File: config.mk
export PLATFORM = sky130hd
export DESIGN_NAME = gcs_regs
export DESIGN_NICKNAME = d
export VERILOG_FILES = /design/src/logic/gcs_pkg.sv /design/src/logic/gcs_coil_scale.sv /design/src/logic/gcs_regs.sv
export SDC_FILE = /design/constraint.sdc
export NUM_CORES = 1
export LEC_CHECK = 0
export BUFFER_PORTS_ARGS = -buffer_cell sky130_fd_sc_hd__buf_4
export CORE_MARGIN = 5
export CORE_UTILIZATION = 48
export DETAILED_ROUTE_END_ITERATION = 6
export GPL_TIMING_DRIVEN = 0
export PLACE_DENSITY = 0.78
export SLEW_MARGIN = 20
export SYNTH_ARGS = -nofsm -noshare
export SYNTH_HDL_FRONTEND = slang
export SYNTH_HIERARCHICAL = 1
export SYNTH_SLANG_ARGS = --single-unit
File: constraint.sdc
create_clock -name clk -period 9.16 [get_ports clk]
set_clock_uncertainty 0.15 [all_clocks]
set_input_delay 0.458 -clock clk [delete_from_list [all_inputs] [get_ports clk]]
set_output_delay 0.458 -clock clk [all_outputs]
set_load 0.03 [all_outputs]
File: src/logic/gcs_pkg.sv
// Package: offsets, field positions, reset values and states for the global config/status block
package gcs_pkg;
    localparam logic [6:0] GCS_ADDR_GCONF = 7'h00;
    localparam logic [6:0] GCS_ADDR_STATUS = 7'h01;
    localparam logic [6:0] GCS_ADDR_WRCNT = 7'h02;
    localparam logic [6:0] GCS_ADDR_TARGET = 7'h2d;
    localparam logic [6:0] GCS_ADDR_HOLD = 7'h10;
    localparam int GCS_BIT_DIAG0_PP = 12;
    localparam int GCS_BIT_DIAG1_PP = 13;
    localparam int GCS_BIT_SMALL_HYST = 14;
    localparam int GCS_BIT_STOP_EN = 15;
    localparam int GCS_BIT_DIRECT = 16;
    localparam int GCS_BIT_TEST = 17;
    localparam int GCS_BIT_RESET = 0;
    localparam int GCS_BIT_DRV_ERR = 1;
    localparam int GCS_BIT_PUMP_UV = 2;
    localparam int GCS_COIL_A_LSB = 0;
    localparam int GCS_COIL_B_LSB = 16;
    localparam int GCS_COIL_W = 9;
    localparam int GCS_HYST_SH_WIDE = 4;
    localparam int GCS_HYST_SH_NARROW = 5;
    localparam logic [5:0] GCS_CFG_RESET = 6'h00;
    localparam logic [2:0] GCS_STAT_RESET = 3'h1;
    localparam logic [7:0] GCS_CNT_RESET = 8'h00;
    localparam logic [31:0] GCS_TARGET_RESET = 32'h0000_0000;
    localparam logic [4:0] GCS_HOLD_RESET = 5'h00;
    typedef enum logic [1:0] {
        GCS_RUN = 2'b01,
        GCS_HALT = 2'b10
    } gcs_seq_t;
endpackage

File: src/logic/gcs_coil_scale.sv
// Scales one signed coil current by the standstill current setting
`timescale 1ns/1ps
module gcs_coil_scale
    import gcs_pkg::*;
#(
    parameter int CW = 9
) (
    input wire logic clk,
    input wire logic rst_b,
    input wire logic [CW-1:0] coil_in,
    input wire logic [4:0] scale,
    output logic [CW-1:0] coil_out
);
    logic [CW-1:0] coil_ff;
    logic [CW-1:0] nxt_coil;
    logic signed [CW+5:0] prod;

    always_comb begin
        // (scale+1)/32 of programmed value, sign kept
        // Seven bits so that a full-scale setting of 32 stays positive
        prod = $signed(coil_in) * $signed({2'b00, scale} + 7'h01);
        nxt_coil = prod[CW+4:5];
    end

    always_ff @(posedge clk or negedge rst_b) begin
        if (!rst_b) begin
            coil_ff <= '0;
        end else begin
            coil_ff <= nxt_coil;
        end
    end

    assign coil_out = coil_ff;
endmodule

File: src/logic/gcs_regs.sv
// Global configuration and status registers with UART write counter
`timescale 1ns/1ps
module gcs_regs
    import gcs_pkg::*;
#(
    parameter int FW = 32
) (
    input wire logic clk,
    input wire logic rst_b,
    input wire logic reg_wr,
    input wire logic reg_rd,
    input wire logic [6:0] reg_addr,
    input wire logic [FW-1:0] reg_wdata,
    input wire logic uart_sel,
    input wire logic uart_wr_done,
    output logic [FW-1:0] reg_rdata,
    input wire logic overtemp,
    input wire logic short_det,
    input wire logic pump_undervoltage,
    input wire logic diag0_event,
    input wire logic diag1_event,
    input wire logic halt_input_pin,
    input wire logic step_req,
    input wire logic [15:0] step_rate,
    input wire logic [15:0] step_rate_ref,
    input wire logic analog_test,
    input wire logic index_normal,
    output logic first_diagnostic_pin_o,
    output logic first_diagnostic_pin_oe,
    output logic second_diagnostic_pin_o,
    output logic second_diagnostic_pin_oe,
    output logic step_out,
    output logic motor_standstill,
    output logic rate_above,
    output logic driver_enable,
    output logic direct_active,
    output logic auto_regulation_en,
    output logic [GCS_COIL_W-1:0] coil_a_current,
    output logic [GCS_COIL_W-1:0] coil_b_current,
    output logic encoder_index_pin,
    output logic encoder_index_test
);
    logic [5:0] cfg_ff, nxt_cfg;
    logic [2:0] global_status_flags_ff, nxt_stat;
    logic [7:0] uart_write_counter_ff, nxt_cnt;
    logic [31:0] target_position_register_ff, nxt_target;
    logic [4:0] standstill_current_setting_ff, nxt_hold;
    logic [FW-1:0] rdata_ff, nxt_rdata;
    logic d0o_ff, d0e_ff, d1o_ff, d1e_ff, nxt_d0o, nxt_d0e, nxt_d1o, nxt_d1e;
    logic step_ff, stand_ff, above_ff, drv_ff, dir_ff, auto_ff, idx_ff, idxt_ff;
    logic nxt_step, nxt_stand, nxt_above, nxt_drv, nxt_dir, nxt_auto, nxt_idx, nxt_idxt;
    gcs_seq_t seq_ff, nxt_seq;
    logic first_diag_pin_drive_style, second_diag_pin_drive_style;
    logic small_hyst, stop_en, direct_en, test_en;
    logic [15:0] hyst;
    logic [GCS_COIL_W-1:0] coil_a_raw, coil_b_raw;

    assign first_diag_pin_drive_style = cfg_ff[GCS_BIT_DIAG0_PP - 12];
    assign second_diag_pin_drive_style = cfg_ff[GCS_BIT_DIAG1_PP - 12];
    assign small_hyst = cfg_ff[GCS_BIT_SMALL_HYST - 12];
    assign stop_en = cfg_ff[GCS_BIT_STOP_EN - 12];
    assign direct_en = cfg_ff[GCS_BIT_DIRECT - 12];
    assign test_en = cfg_ff[GCS_BIT_TEST - 12];
    assign coil_a_raw = target_position_register_ff[GCS_COIL_A_LSB +: GCS_COIL_W];
    assign coil_b_raw = target_position_register_ff[GCS_COIL_B_LSB +: GCS_COIL_W];

    // Register writes and status flag updates
    always_comb begin
        nxt_cfg = cfg_ff;
        nxt_target = target_position_register_ff;
        nxt_hold = standstill_current_setting_ff;
        nxt_stat = global_status_flags_ff;
        nxt_cnt = uart_write_counter_ff;
        if (reg_wr && reg_addr == GCS_ADDR_GCONF) begin
            nxt_cfg = reg_wdata[GCS_BIT_TEST:GCS_BIT_DIAG0_PP];
        end
        if (reg_wr && reg_addr == GCS_ADDR_TARGET) begin
            nxt_target = reg_wdata[31:0];
        end
        if (reg_wr && reg_addr == GCS_ADDR_HOLD) begin
            nxt_hold = reg_wdata[4:0];
        end
        if (reg_wr && reg_addr == GCS_ADDR_STATUS) begin
            // Write 1 clears, write 0 keeps
            nxt_stat[GCS_BIT_RESET] = global_status_flags_ff[GCS_BIT_RESET]
                & ~reg_wdata[GCS_BIT_RESET];
            if (!overtemp) begin
                nxt_stat[GCS_BIT_DRV_ERR] = global_status_flags_ff[GCS_BIT_DRV_ERR]
                    & ~reg_wdata[GCS_BIT_DRV_ERR];
            end
            nxt_stat[GCS_BIT_PUMP_UV] = global_status_flags_ff[GCS_BIT_PUMP_UV]
                & ~reg_wdata[GCS_BIT_PUMP_UV];
        end
        // Set wins over a clear in the same cycle
        if (overtemp || short_det) begin
            nxt_stat[GCS_BIT_DRV_ERR] = 1'b1;
        end
        if (pump_undervoltage) begin
            nxt_stat[GCS_BIT_PUMP_UV] = 1'b1;
        end
        if (uart_sel && uart_wr_done) begin
            nxt_cnt = uart_write_counter_ff + 8'h01;
        end
    end

    // Read path, no side effects on reads
    always_comb begin
        nxt_rdata = '0;
        if (reg_rd) begin
            case (reg_addr)
                GCS_ADDR_GCONF: nxt_rdata[GCS_BIT_TEST:GCS_BIT_DIAG0_PP] = cfg_ff;
                GCS_ADDR_STATUS: nxt_rdata[2:0] = global_status_flags_ff;
                GCS_ADDR_WRCNT: nxt_rdata[7:0] = uart_write_counter_ff;
                GCS_ADDR_TARGET: nxt_rdata[31:0] = target_position_register_ff;
                GCS_ADDR_HOLD: nxt_rdata[4:0] = standstill_current_setting_ff;
                default: nxt_rdata = '0;
            endcase
        end else begin
            nxt_rdata = rdata_ff;
        end
    end

    // Pins, sequencer halt and current control
    always_comb begin
        // Open collector pulls low when active; push-pull drives active high
        if (first_diag_pin_drive_style) begin
            nxt_d0o = diag0_event;
            nxt_d0e = 1'b1;
        end else begin
            nxt_d0o = 1'b0;
            nxt_d0e = diag0_event;
        end
        if (second_diag_pin_drive_style) begin
            nxt_d1o = diag1_event;
            nxt_d1e = 1'b1;
        end else begin
            nxt_d1o = 1'b0;
            nxt_d1e = diag1_event;
        end
        hyst = small_hyst ? (step_rate_ref >> GCS_HYST_SH_NARROW)
                          : (step_rate_ref >> GCS_HYST_SH_WIDE);
        if (above_ff) begin
            nxt_above = ({1'b0, step_rate} + {1'b0, hyst}) > {1'b0, step_rate_ref};
        end else begin
            nxt_above = {1'b0, step_rate} > ({1'b0, step_rate_ref} + {1'b0, hyst});
        end
        nxt_seq = seq_ff;
        case (seq_ff)
            GCS_RUN: begin
                if (stop_en && halt_input_pin) begin
                    nxt_seq = GCS_HALT;
                end
            end
            GCS_HALT: begin
                if (!(stop_en && halt_input_pin)) begin
                    nxt_seq = GCS_RUN;
                end
            end
            default: nxt_seq = GCS_RUN;
        endcase
        nxt_step = step_req && !(stop_en && halt_input_pin);
        nxt_stand = (nxt_seq == GCS_HALT);
        nxt_drv = !pump_undervoltage && !overtemp && !short_det;
        nxt_dir = direct_en;
        nxt_auto = !direct_en;
        // Test mode hands the index pin over to the analog test signal
        nxt_idx = test_en ? analog_test : index_normal;
        nxt_idxt = test_en ? analog_test : 1'b0;
    end

    always_ff @(posedge clk or negedge rst_b) begin
        if (!rst_b) begin
            cfg_ff <= GCS_CFG_RESET;
            global_status_flags_ff <= GCS_STAT_RESET;
            uart_write_counter_ff <= GCS_CNT_RESET;
            target_position_register_ff <= GCS_TARGET_RESET;
            standstill_current_setting_ff <= GCS_HOLD_RESET;
            rdata_ff <= '0;
            d0o_ff <= 1'b0;
            d0e_ff <= 1'b0;
            d1o_ff <= 1'b0;
            d1e_ff <= 1'b0;
            above_ff <= 1'b0;
            seq_ff <= GCS_RUN;
            step_ff <= 1'b0;
            stand_ff <= 1'b0;
            drv_ff <= 1'b0;
            dir_ff <= 1'b0;
            auto_ff <= 1'b1;
            idx_ff <= 1'b0;
            idxt_ff <= 1'b0;
        end else begin
            cfg_ff <= nxt_cfg;
            global_status_flags_ff <= nxt_stat;
            uart_write_counter_ff <= nxt_cnt;
            target_position_register_ff <= nxt_target;
            standstill_current_setting_ff <= nxt_hold;
            rdata_ff <= nxt_rdata;
            d0o_ff <= nxt_d0o;
            d0e_ff <= nxt_d0e;
            d1o_ff <= nxt_d1o;
            d1e_ff <= nxt_d1e;
            above_ff <= nxt_above;
            seq_ff <= nxt_seq;
            step_ff <= nxt_step;
            stand_ff <= nxt_stand;
            drv_ff <= nxt_drv;
            dir_ff <= nxt_dir;
            auto_ff <= nxt_auto;
            idx_ff <= nxt_idx;
            idxt_ff <= nxt_idxt;
        end
    end

    gcs_coil_scale #(.CW(GCS_COIL_W)) u_scale_a (
        .clk(clk),
        .rst_b(rst_b),
        .coil_in(coil_a_raw),
        .scale(standstill_current_setting_ff),
        .coil_out(coil_a_current)
    );

    gcs_coil_scale #(.CW(GCS_COIL_W)) u_scale_b (
        .clk(clk),
        .rst_b(rst_b),
        .coil_in(coil_b_raw),
        .scale(standstill_current_setting_ff),
        .coil_out(coil_b_current)
    );

    assign reg_rdata = rdata_ff;
    assign first_diagnostic_pin_o = d0o_ff;
    assign first_diagnostic_pin_oe = d0e_ff;
    assign second_diagnostic_pin_o = d1o_ff;
    assign second_diagnostic_pin_oe = d1e_ff;
    assign step_out = step_ff;
    assign motor_standstill = stand_ff;
    assign rate_above = above_ff;
    assign driver_enable = drv_ff;
    assign direct_active = dir_ff;
    assign auto_regulation_en = auto_ff;
    assign encoder_index_pin = idx_ff;
    assign encoder_index_test = idxt_ff;

    property p_stop_halts;
        @(posedge clk) disable iff (!rst_b)
        (stop_en && halt_input_pin) |=> !step_out;
    endproperty
    a_stop_halts: assert property (p_stop_halts) else $error("step issued during stop");

    property p_cnt_inc;
        @(posedge clk) disable iff (!rst_b)
        (uart_sel && uart_wr_done)
            |=> (uart_write_counter_ff == $past(uart_write_counter_ff) + 8'h01);
    endproperty
    a_cnt_inc: assert property (p_cnt_inc) else $error("counter did not step");

    property p_cnt_spi;
        @(posedge clk) disable iff (!rst_b)
        !uart_sel |=> $stable(uart_write_counter_ff);
    endproperty
    a_cnt_spi: assert property (p_cnt_spi) else $error("counter moved under spi");

    property p_drv_err_set;
        @(posedge clk) disable iff (!rst_b)
        (overtemp || short_det) |=> global_status_flags_ff[GCS_BIT_DRV_ERR];
    endproperty
    a_drv_err_set: assert property (p_drv_err_set) else $error("driver error not set");

    property p_uv_drv_off;
        @(posedge clk) disable iff (!rst_b)
        pump_undervoltage |=> (!driver_enable && global_status_flags_ff[GCS_BIT_PUMP_UV]);
    endproperty
    a_uv_drv_off: assert property (p_uv_drv_off) else $error("driver on in undervoltage");

    property p_w0_keeps;
        @(posedge clk) disable iff (!rst_b)
        (reg_wr && reg_addr == GCS_ADDR_STATUS && !reg_wdata[GCS_BIT_RESET]
            && global_status_flags_ff[GCS_BIT_RESET]) |=> global_status_flags_ff[GCS_BIT_RESET];
    endproperty
    a_w0_keeps: assert property (p_w0_keeps) else $error("flag lost on zero write");

    property p_oc_style;
        @(posedge clk) disable iff (!rst_b)
        !first_diag_pin_drive_style ##1 !first_diag_pin_drive_style |-> !first_diagnostic_pin_o;
    endproperty
    a_oc_style: assert property (p_oc_style) else $error("open collector drove high");

    property p_auto_off;
        @(posedge clk) disable iff (!rst_b)
        direct_en ##1 direct_en |-> !auto_regulation_en;
    endproperty
    a_auto_off: assert property (p_auto_off) else $error("auto regulation in direct mode");
endmodule

==> results of run 1 <==
==> cell usage after synthesis, drive strengths merged (10+ instances only) <==
library cell and number:
a21o 22, a21oi 49, and2 57, clkbuf 10, dfrtp 115, fa 68, ha 111, inv 148
mux2 45, nand2 55, nand2b 12, nand3 33, nand4 11, nor2 47, nor2b 32, o21a 14
o21ai 49, xnor2 55, xor2 12
==> layer usage <==
metal	global-route usage (%)	part of all wire [%]	up-vias
li1	-	-	3928
met1	23.6	39	3953
met2	38.3	52	237
met3	6.41	7.1	47
met4	6.64	2.3	4
met5	0	0.13	-
==> worst min path at each step <==
stage                                                startpoint                                     to  slack [ps]  depth (start not counted)
after floorplan                                           rst_b                  cfg_ff[0]$_DFFE_PN0P_          10                          0
after global placement    global_status_flags_ff[0]$_DFFE_PN1P_  global_status_flags_ff[0]$_DFFE_PN1P_         280                          2
after detailed placement                                  rst_b        u_scale_a/coil_out[8]$_DFF_PN0_         240                          1
after CTS                                             short_det                driver_enable$_DFF_PN0_          30                          2
after global routing                                   overtemp                driver_enable$_DFF_PN0_          40                          2
final                                                 short_det                driver_enable$_DFF_PN0_          50                          2
==> through the flow <==
stage                     instance area [sq um]  power [uW]  util (%)  hold WS (ps)  setup slack, ps
after detailed placement                  11900        1130      56.1           241             3630
after CTS                                 12400        1780      58.8          33.0             3590
after floorplan                           10400         961         -          12.4             4180
after global routing                      12400        1870      58.8          37.4             3300
after global placement                    11800        1110      56.0           278             3720
final                                     12400        1770      58.8          46.5             3550
==> final cells by class <==
| class | instances | area share, % |
|---|---|---|
| well taps | 275 | 2.76 |
| plain buffers | 18 | 0.573 |
| clock buffers | 17 | 3.42 |
| repair buffers | 148 | 9.14 |
| inverters | 148 | 4.46 |
| flip-flops and latches | 118 | 23.8 |
| clock inverters | 15 | 1.10 |
| multi-input cells | 771 | 54.8 |
==> state kept, by name, indices dropped and copies added (netlist names) <==
| name | count |
|---|---|
| cfg_ff | 6 |
| encoder_index_pin | 1 |
| first_diagnostic_pin_o | 1 |
| driver_enable | 1 |
| encoder_index_test | 1 |
| rate_above | 1 |
| first_diagnostic_pin_oe | 1 |
| step_out | 1 |
| standstill_current_setting_ff | 5 |
| motor_standstill | 1 |
| uart_write_counter_ff | 8 |
| reg_rdata | 32 |
| seq_ff | 2 |
| u_scale_b/coil_out | 9 |
| direct_active | 1 |
| global_status_flags_ff | 3 |
| u_scale_a/coil_out | 9 |
| auto_regulation_en | 1 |
| target_position_register_ff | 32 |
| second_diagnostic_pin_o | 1 |
| second_diagnostic_pin_oe | 1 |
==> critical path, stage by stage (launching register included) <==
cell and delay [ps]:
dfrtp_1 560, buf_2 290, nand3_1 110, xnor2_1 590
and2_1 270, fa_1 420, fa_1 470, fa_1 540
inv_1 50, fa_1 530, inv_1 50, ha_1 350
a21o_1 230, a221oi_2 330, or4b_1 460, o311ai_1 90
==> power groups by stage <==
stage                     clock (uW)  combinational [uW]  sequential, uW
after floorplan                    0                 295             666
after CTS                        650                 498             630
after global routing             675                 552             639
after global placement             0                 479             636
final                            640                 495             631
after detailed placement           0                 495             639
==> cell families after synthesis <==
kind of cell	Yosys count	share of synthesized area (%)
simple gates	281	15.7
xor+xnor	67	5.64
compound gates	199	12.7
buf+inv	166	6.02
mux	45	5.05
flops	118	28.4
fa+ha+maj	179	26.4
==> metrics.csv, run 1 <==
stage,metric,value,unit
pwr,intPower,1150,uW
clock_tree,post_cts_buffers,0,
global_routing,grt_pass1_vias,8435,
critical_path,crit_path_end_kind,flop,
finish,layout_commonest_cell,inv_1,
finish,fin_cells,1510,
critical_path,crit_required,9330,ps
sta,setup_tns,0,ps
yosys,ys_async_sr_fraction,100,%
sta,rsz0062_at_grt,no,
critical_path,reg2reg_to,u_scale_a/coil_out[7]$_DFF_PN0_,
min_path,hold_path.class,in -> reg,
critical_path,reg2reg_depth,15,
global_routing,antenna_found_initial,2,
yosys,synth_fp_nets,1320,
drt,drtIter0Drc,366,
finish,area.sequential,2960,sq um
clock_tree,hold_buffers,1,
critical_path,crit_path_start_kind,flop,
sta,final-max-slew-violation-count,0,
critical_path,timing.rr.start,standstill_current_setting_ff[0]$_DFFE_PN0P_,
sta,min_period,5610,ps
clock_tree,cts_sinks,118,
run_status,outcome,"complete, no violations",
pwr,ir_worst_vdd,0.000123,V
pwr,power_density,142,nW/um^2
clock_tree,clock_latency,420,ps
floorplan,start_util,49.2,%
drt,first_pass_iters,5,
clock_tree,h-tree-depth,4,
pwr,p_sw,612,uW
critical_path,criticalPathCategory,reg -> reg,
sta,hold_violations,0,
pwr,pwr-share-clk,36.2,%
sta,slew_headroom,41.9,%
critical_path,cp.arrival,5780,ps
floorplan,io_pins,148,
floorplan,core_area,21200,sq um
global_routing,track_usage,21.1,%
critical_path,crit_start,standstill_current_setting_ff[0]$_DFFE_PN0P_,
yosys,ys_seq_elements,118,
yosys,synth_cell_types,73,
yosys,synth_area_per_cell,9.86,sq um
clock_tree,cts_max_path_buffers,2,
sta,fmax,178,MHz
drt,wire_per_inst,16.9,microns
place,globalplace.congestion,0.881,
drt,totalWireLength,25.5,mm
clock_tree,clk_pin_slew,60,ps
clock_tree,cts_resized,0,
yosys,yosysWarnings,6,
pwr,pwr-share-seq,35.8,%
sta,post-route-period-util,61.3,%
floorplan,die-area,24700,sq um
place,port_buffers,146,
yosys,synth_ff_type,dfrtp_1,
floorplan,rows,53,
yosys,syn_area,10400,sq um
drt,via_per_inst,5.41,
pwr,power.combinational.fraction,28.0,%
place,dpl.cell_count,1477,
drt,vias,8169,
floorplan,die_h,157,microns
global_routing,grt_pass1_wl,41.4,mm
finish,layout-drive-gt1-share,21.1,%
sta,finalSetupViolCount,0,
yosys,synth_edf_count,0,
finish,diodes,0,
critical_path,worstSetupEndpoint,u_scale_a/coil_out[7]$_DFF_PN0_,
critical_path,rrSetupSlack,3550,ps
pwr,switching_share,34.7,%
floorplan,die_width,157,microns
sta,tightest_slew,865,ps
yosys,synthTopCellsByArea,"dfrtp_1 (28%), ha_1 (13%), fa_1 (13%), inv_1 (5.3%), xnor2_1 (4.6%)",
place,dpl.hpwl,20.4,mm
finish,fill_cells,1761,
finish,multi_input_area,6820,sq um
yosys,seq_area_frac_synth,28.4,%
yosys,syn-instance-count,1055,
finish,syn_to_final_growth,19.6,%
global_routing,overflow,0,
clock_tree,cts_root_buf,clkbuf_16,
drt,drtAntennaViolNets,0,
flow_run,drv_cap,0,
yosys,synth_top_area_cell,dfrtp_1,
critical_path,crit_fanout,10,
pwr,p_leak,0.00623,uW
global_routing,grt_max_degree,82,
finish,final_cell_mix,"inv_1 (147), buf_4 (145), dfrtp_1 (115), ha_1 (111), fa_1 (68)",
finish,layout.nets,1487,
yosys,synth_top_area_share,27.7,%
drt,post-route-drc-count,0,
clock_tree,cts_tree,yes,
clock_tree,cts_buffers,17,
Power figures use the tool's default switching activity.
==> run 2: changes to the inputs <==
ABC_AREA = 1   (was not set)
PLACE_DENSITY = 0.8   (was 0.78)
clock period = 5.05 ns   (was 9.16 ns; I/O delays follow)
==> run 2 against run 1 <==
Cell count is 27% higher. Sequential power up 81%. Die area rose by 3.8%. Clock power increased by 84%. Critical path type unchanged. Largest power group unchanged. Critical endpoint is now u_scale_b/coil_out[8]$_DFF_PN0_. Via count increased by 20%. Count of clock-buffer cells in the layout rose by 3. Maximum frequency up 15%.
==> metrics.csv, run 2 <==
stage,metric,value,unit
finish,utilization,60.0,%
run_status,outcome,"complete, no violations",
clock_tree,cts_root_buf,clkbuf_16,
drt,post-route-drc-count,0,
sta,hold_violations,0,
pwr,p_total,3310,uW
global_routing,grt_max_degree,61,
clock_tree,clock_latency,420,ps
critical_path,critical-path-slowest-cell,fa_1,
finish,multi_input_area,6830,sq um
yosys,synth_edf_count,0,
critical_path,crit_fanout,9,
global_routing,antenna_found_initial,0,
yosys,synth_area_per_cell,7.78,sq um
critical_path,crit_top_cell,inv_1,
floorplan,die_width,160,microns
drt,vias,9832,
critical_path,crit_required,5210,ps
critical_path,criticalPathCategory,reg -> reg,
clock_tree,cts_max_path_buffers,2,
finish,diodes,0,
pwr,ir_worst_vdd,0.000205,V
drt,drtAntennaViolNets,0,
critical_path,cp_cell_sequence,nand3_1 -> nor2_1 -> inv_1 -> nand2_1 -> inv_1 -> nand2_1 -> fa_2 -> fa_1 -> inv_1 -> fa_1 -> inv_1 -> fa_1 -> inv_1 -> ha_1 -> nand2_1 -> inv_1 -> a21boi_0 -> nand2_1 -> nor2_2 -> inv_1 -> nand2_1 -> nand2_1,
sta,final-max-slew-violation-count,0,
finish,layout_commonest_cell,nand2_1,
global_routing,overflow,0,
critical_path,crit_path_end_kind,flop,
finish,layout-drive-gt1-share,16.7,%
yosys,synth_ff_type,dfrtp_1,
sta,hold_ws,16.0,ps
place,dpl.hpwl,21.8,mm
finish,layout.nets,1879,
global_routing,track_usage,22.2,%
sta,rsz0062_at_grt,yes,
floorplan,die_h,160,microns
pwr,power_density,246,nW/um^2
drt,first_pass_iters,6,
sta,setup_tns,0,ps
sta,fmax,204,MHz
finish,syn_to_final_growth,24.3,%
floorplan,io_pins,148,
clock_tree,h-tree-depth,4,
finish,fill_cells,1969,
sta,min_period,4890,ps
yosys,syn_area,10800,sq um
yosys,ys_seq_elements,118,
critical_path,crit_family,adder cells,
critical_path,cp_slowest_stage_delay,550,ps
flow_run,drv_cap,0,
critical_path,crit_path_start_kind,flop,
yosys,synth_top_area_cell,dfrtp_1,
sta,post-route-period-util,96.9,%
floorplan,rows,55,
critical_path,cp.arrival,5060,ps
yosys,synthTopCellsByCount,"nand2_1 (359), inv_1 (258), nor2_1 (126)",
yosys,synthTopCellsByArea,"dfrtp_1 (27%), ha_1 (13%), fa_1 (13%), nand2_1 (12%), inv_1 (8.9%)",
floorplan,core_area,22400,sq um
sta,tightest_slew,630,ps
place,dpl.cell_count,1825,
yosys,seq_area_frac_synth,27.3,%
finish,fin_cells,1912,
global_routing,grt_pass1_vias,10100,
global_routing,grt_pass1_wl,46.9,mm
clock_tree,cts_tree,yes,
yosys,syn-instance-count,1392,
floorplan,die-area,25700,sq um
pwr,p_leak,0.00739,uW
sta,slew_headroom,58.0,%
drt,via_per_inst,5.14,
critical_path,cp_num_buf_inv,7,
yosys,ys_async_sr_fraction,100,%
finish,final_cell_mix,"nand2_1 (357), inv_1 (255), buf_4 (162), nor2_1 (124), dfrtp_1 (111)",
place,port_buffers,147,
clock_tree,clk_pin_slew,60,ps
place,globalplace.congestion,0.908,
yosys,yosysMostFrequentCell,nand2_1,
clock_tree,cts_sinks,118,
min_path,hold_path.class,in -> reg,
yosys,synth_cell_types,48,
drt,wire_per_inst,14.7,microns
drt,drtIter0Drc,610,
yosys,synth_fp_nets,1657,
drt,totalWireLength,28.1,mm
floorplan,start_util,48.3,%
clock_tree,cts_buffers,17,
sta,finalSetupViolCount,0,
yosys,yosysWarnings,6,
yosys,synth_top_area_share,26.6,%
finish,area.sequential,2960,sq um
[run 2: worst reg2reg max path, delay by kind of cell (launching register included)]
kind | cells | cell delay (ps)
adders and majority gates | 5 | 2420
buffers and inverters | 7 | 430
and+or+nand+nor | 9 | 1120
DFF | 1 | 470
AOI/OAI and AO/OA | 1 | 190
[run 2: power breakdown]
part / total [uW] / internal, uW / switching, uW
Combinational: 991 / 402 / 588
Clock: 1180 / 698 / 483
Sequential: 1140 / 1050 / 88.3
Total: 3310 / 2150 / 1160
[run 2: layer usage]
metal | vias to the layer above | GRT usage, % | wire length [microns] | part of all wire, %
li1 | 4811 | - | - | -
met1 | 4678 | 27.1 | 11800 | 42
met2 | 284 | 39.3 | 14100 | 50
met3 | 59 | 3.85 | 1340 | 4.8
met4 | 0 | 8.17 | 839 | 3.0
met5 | - | 0 | 0 | 0
[run 2: cells by family (layout without fill, tap and decap cells)]
logic type | count (synthesis) | count (layout) | synth area share [%]
AND/OR/NAND/NOR | 577 | 577 | 22.3
buffers and inverters | 285 | 520 | 10.1
adder cells (fa/ha/maj) | 179 | 179 | 25.4
AO/OA/AOI/OAI | 167 | 167 | 8.50
flip-flops | 118 | 118 | 27.3
XOR/XNOR | 46 | 46 | 3.72
multiplexers | 20 | 20 | 2.63
[run 2: final timing paths]
kind | startpoint | end | slack [ps] | cells after the start
hold / removal | uart_sel | uart_write_counter_ff[2]$_DFFE_PN0P_ | 20 | 3
hold reg to reg | cfg_ff[4]$_DFFE_PN0P_ | direct_active$_DFF_PN0_ | 310 | 0
max in group asynchronous | rst_b | seq_ff[0]$_DFF_PN1_ | 3780 | 3
min in group asynchronous | rst_b | u_scale_a/coil_out[4]$_DFF_PN0_ | 230 | 2
setup reg to reg | standstill_current_setting_ff[2]$_DFFE_PN0P_ | u_scale_b/coil_out[8]$_DFF_PN0_ | 160 | 22
setup / recovery | standstill_current_setting_ff[2]$_DFFE_PN0P_ | u_scale_b/coil_out[8]$_DFF_PN0_ | 160 | 22
[run 2: area by class of cell]
cell class / instances / share of cell area (%)
plain buffers: 17 / 0.660
clock buffers: 20 / 3.32
clock inverters: 12 / 0.873
inverters: 268 / 7.53
multi-input cells: 989 / 50.7
flip-flops and latches: 118 / 22.0
well taps: 285 / 2.65
repair buffers: 203 / 12.3
[run 2: stage by stage]
step | setup slack [ps] | cell area (sq um)
after floorplan | 350 | 10800
after global placement | -321 | 12300
after detailed placement | -378 | 12300
after CTS | 12.4 | 13300
after global routing | -47.2 | 13500
final | 157 | 13500
[run 2: timing repair]
| item | CTS | global route |
|---|---|---|
| resized for setup | 6 | 18 |
| pin swaps | 0 | 2 |
| buffers inserted | 2 | 12 |
| setup endpoints to repair | 12 | 10 |
| hold endpoints to repair | 103 | 0 |
| hold buffers | 41 | 0 |
==> run 3: changes to the inputs <==
CORE_UTILIZATION = 54   (was 48)
GPL_TIMING_DRIVEN = not set   (was 0)
PLACE_DENSITY = 0.88   (was 0.8)
==> run 3 against run 2 <==
Design area is 0.81% lower. Sequential share of layout area rose by 0.16 points. Global-route usage grew 3.6 points. Critical path type unchanged. Largest power group unchanged. Highest routed layer unchanged.
==> metrics.csv, run 3 (same netlist as run 2, synthesis figures left out) <==
stage,metric,value,unit
run_status,outcome,"complete, no violations",
floorplan,start_util,55.3,%
drt,drtAntennaViolNets,0,
sta,min_period,4800,ps
clock_tree,cts_sinks,118,
drt,drtIter0Drc,775,
critical_path,crit_top_cell,nand2_1,
sta,setup_ws,247,ps
global_routing,track_usage,25.8,%
sta,fmax,208,MHz
drt,totalWireLength,28.2,mm
finish,layout.nets,1865,
global_routing,overflow,0,
critical_path,crit_path_start_kind,flop,
drt,vias,9890,
floorplan,core_area,19600,sq um
clock_tree,h-tree-depth,4,
critical_path,cp.arrival,4960,ps
finish,area.sequential,2960,sq um
global_routing,grt_max_degree,76,
place,port_buffers,147,
clock_tree,cts_root_buf,clkbuf_16,
flow_run,drv_cap,0,
finish,multi_input_area,6800,sq um
floorplan,die_h,152,microns
pwr,ir_worst_vdd,0.000215,V
sta,finalSetupViolCount,0,
min_path,hold_path.class,in -> reg,
sta,setup_tns,0,ps
sta,hold_violations,0,
critical_path,crit_path_end_kind,flop,
clock_tree,clock_latency,420,ps
place,globalplace.congestion,0.931,
floorplan,rows,51,
pwr,p_total,3350,uW
drt,first_pass_iters,6,
floorplan,io_pins,148,
drt,post-route-drc-count,0,
sta,final-max-slew-violation-count,0,
global_routing,grt_pass1_wl,47.2,mm
finish,layout-drive-gt1-share,16.0,%
clock_tree,cts_buffers,17,
finish,diodes,0,
pwr,p_leak,0.00737,uW
clock_tree,clk_pin_slew,60,ps
finish,syn_to_final_growth,23.3,%
sta,post-route-period-util,95.1,%
clock_tree,cts_tree,yes,
critical_path,critical-path-slowest-cell,fa_1,
finish,fill_cells,1546,
place,dpl.hpwl,21.3,mm
drt,wire_per_inst,15.0,microns
sta,tightest_slew,868,ps
finish,layout_commonest_cell,nand2_1,
critical_path,cp_cell_sequence,ha_2 -> nand3_1 -> nand2_1 -> nand2_1 -> clkinvlp_4 -> buf_4 -> nor2_1 -> ha_1 -> fa_1 -> fa_1 -> inv_1 -> fa_1 -> inv_1 -> ha_1 -> nand2_1 -> nor2_1 -> nand2_1 -> a21oi_1 -> nor2_1 -> nand3_1 -> nand2_1,
global_routing,antenna_found_initial,0,
finish,final_cell_mix,"nand2_1 (359), inv_1 (255), buf_4 (163), nor2_1 (126), dfrtp_1 (111)",
critical_path,crit_fanout,8,
place,dpl_worst_slack,6.86,ps
global_routing,grt_pass1_vias,10200,
pwr,power_density,251,nW/um^2
drt,via_per_inst,5.27,
floorplan,die-area,23000,sq um
critical_path,criticalPathCategory,reg -> reg,
sta,slew_headroom,41.8,%
clock_tree,cts_max_path_buffers,2,
critical_path,cp_slowest_stage_delay,550,ps
critical_path,crit_required,5210,ps
floorplan,die_width,152,microns
## run 3: worst paths after layout
path	from	endpoint	slack, ps	cells after the start
max in group asynchronous	rst_b	standstill_current_setting_ff[1]$_DFFE_PN0P_	3390	3
hold reg to reg	cfg_ff[4]$_DFFE_PN0P_	direct_active$_DFF_PN0_	290	0
hold / removal	uart_wr_done	uart_write_counter_ff[2]$_DFFE_PN0P_	20	3
min in group asynchronous	rst_b	u_scale_a/coil_out[4]$_DFF_PN0_	280	2
setup reg to reg	standstill_current_setting_ff[0]$_DFFE_PN0P_	u_scale_b/coil_out[8]$_DFF_PN0_	250	21
setup / recovery	standstill_current_setting_ff[0]$_DFFE_PN0P_	u_scale_b/coil_out[8]$_DFF_PN0_	250	21
## run 3: power breakdown
part	switching (uW)	leakage (uW)	internal, uW	total [uW]
clock network	491	0.000290	740	1230
registers	87.1	0.00155	1050	1140
logic	588	0.00553	400	988
total	1170	0.00737	2190	3350
## run 3: per-stage QoR
step	util (%)	instance area [sq um]	std cells	hold slack (ps)
finish	68.2	13400	1878	21.3
floorplan	-	10800	1392	-193
detailed placement	62.4	12200	1794	273
CTS	67.6	13200	1868	3.24
global route	68.2	13400	1878	16.7
global placement	62.4	12200	1794	262
## run 3: metal layers
layer  GRT usage [%]  vias up  routed length (microns)
li1                -     4763                        -
met1            31.3     4716                    11500
met2            45.9      339                    14400
met3            4.46       72                     1430
met4            9.57        0                      911
met5               0        -                        0
## run 3: worst max-delay path, delay by kind of cell, from the launching register on
kind | cells | cell delay [ps]
AO/OA/AOI/OAI | 1 | 170
adder cells (fa/ha/maj) | 6 | 2450
buffers and inverters | 4 | 450
flip-flops | 1 | 470
AND/OR/NAND/NOR | 10 | 1000
## run 3: timing repair
item | 4_1_cts | 5_1_grt
pin swaps | 0 | 0
hold buffers | 42 | 0
setup buffers | 0 | 10
endpoints found under the hold margin | 123 | 0
setup endpoints to repair | 1 | 11
resized for setup | 1 | 12
## run 3: layout make-up
class	instances	area share, %
Sequential cell	118	22.2
Multi-Input combinational cell	989	50.9
Clock inverter	14	1.24
Clock buffer	18	3.21
Tap cell	265	2.48
Timing Repair Buffer	206	12.4
Inverter	268	7.59
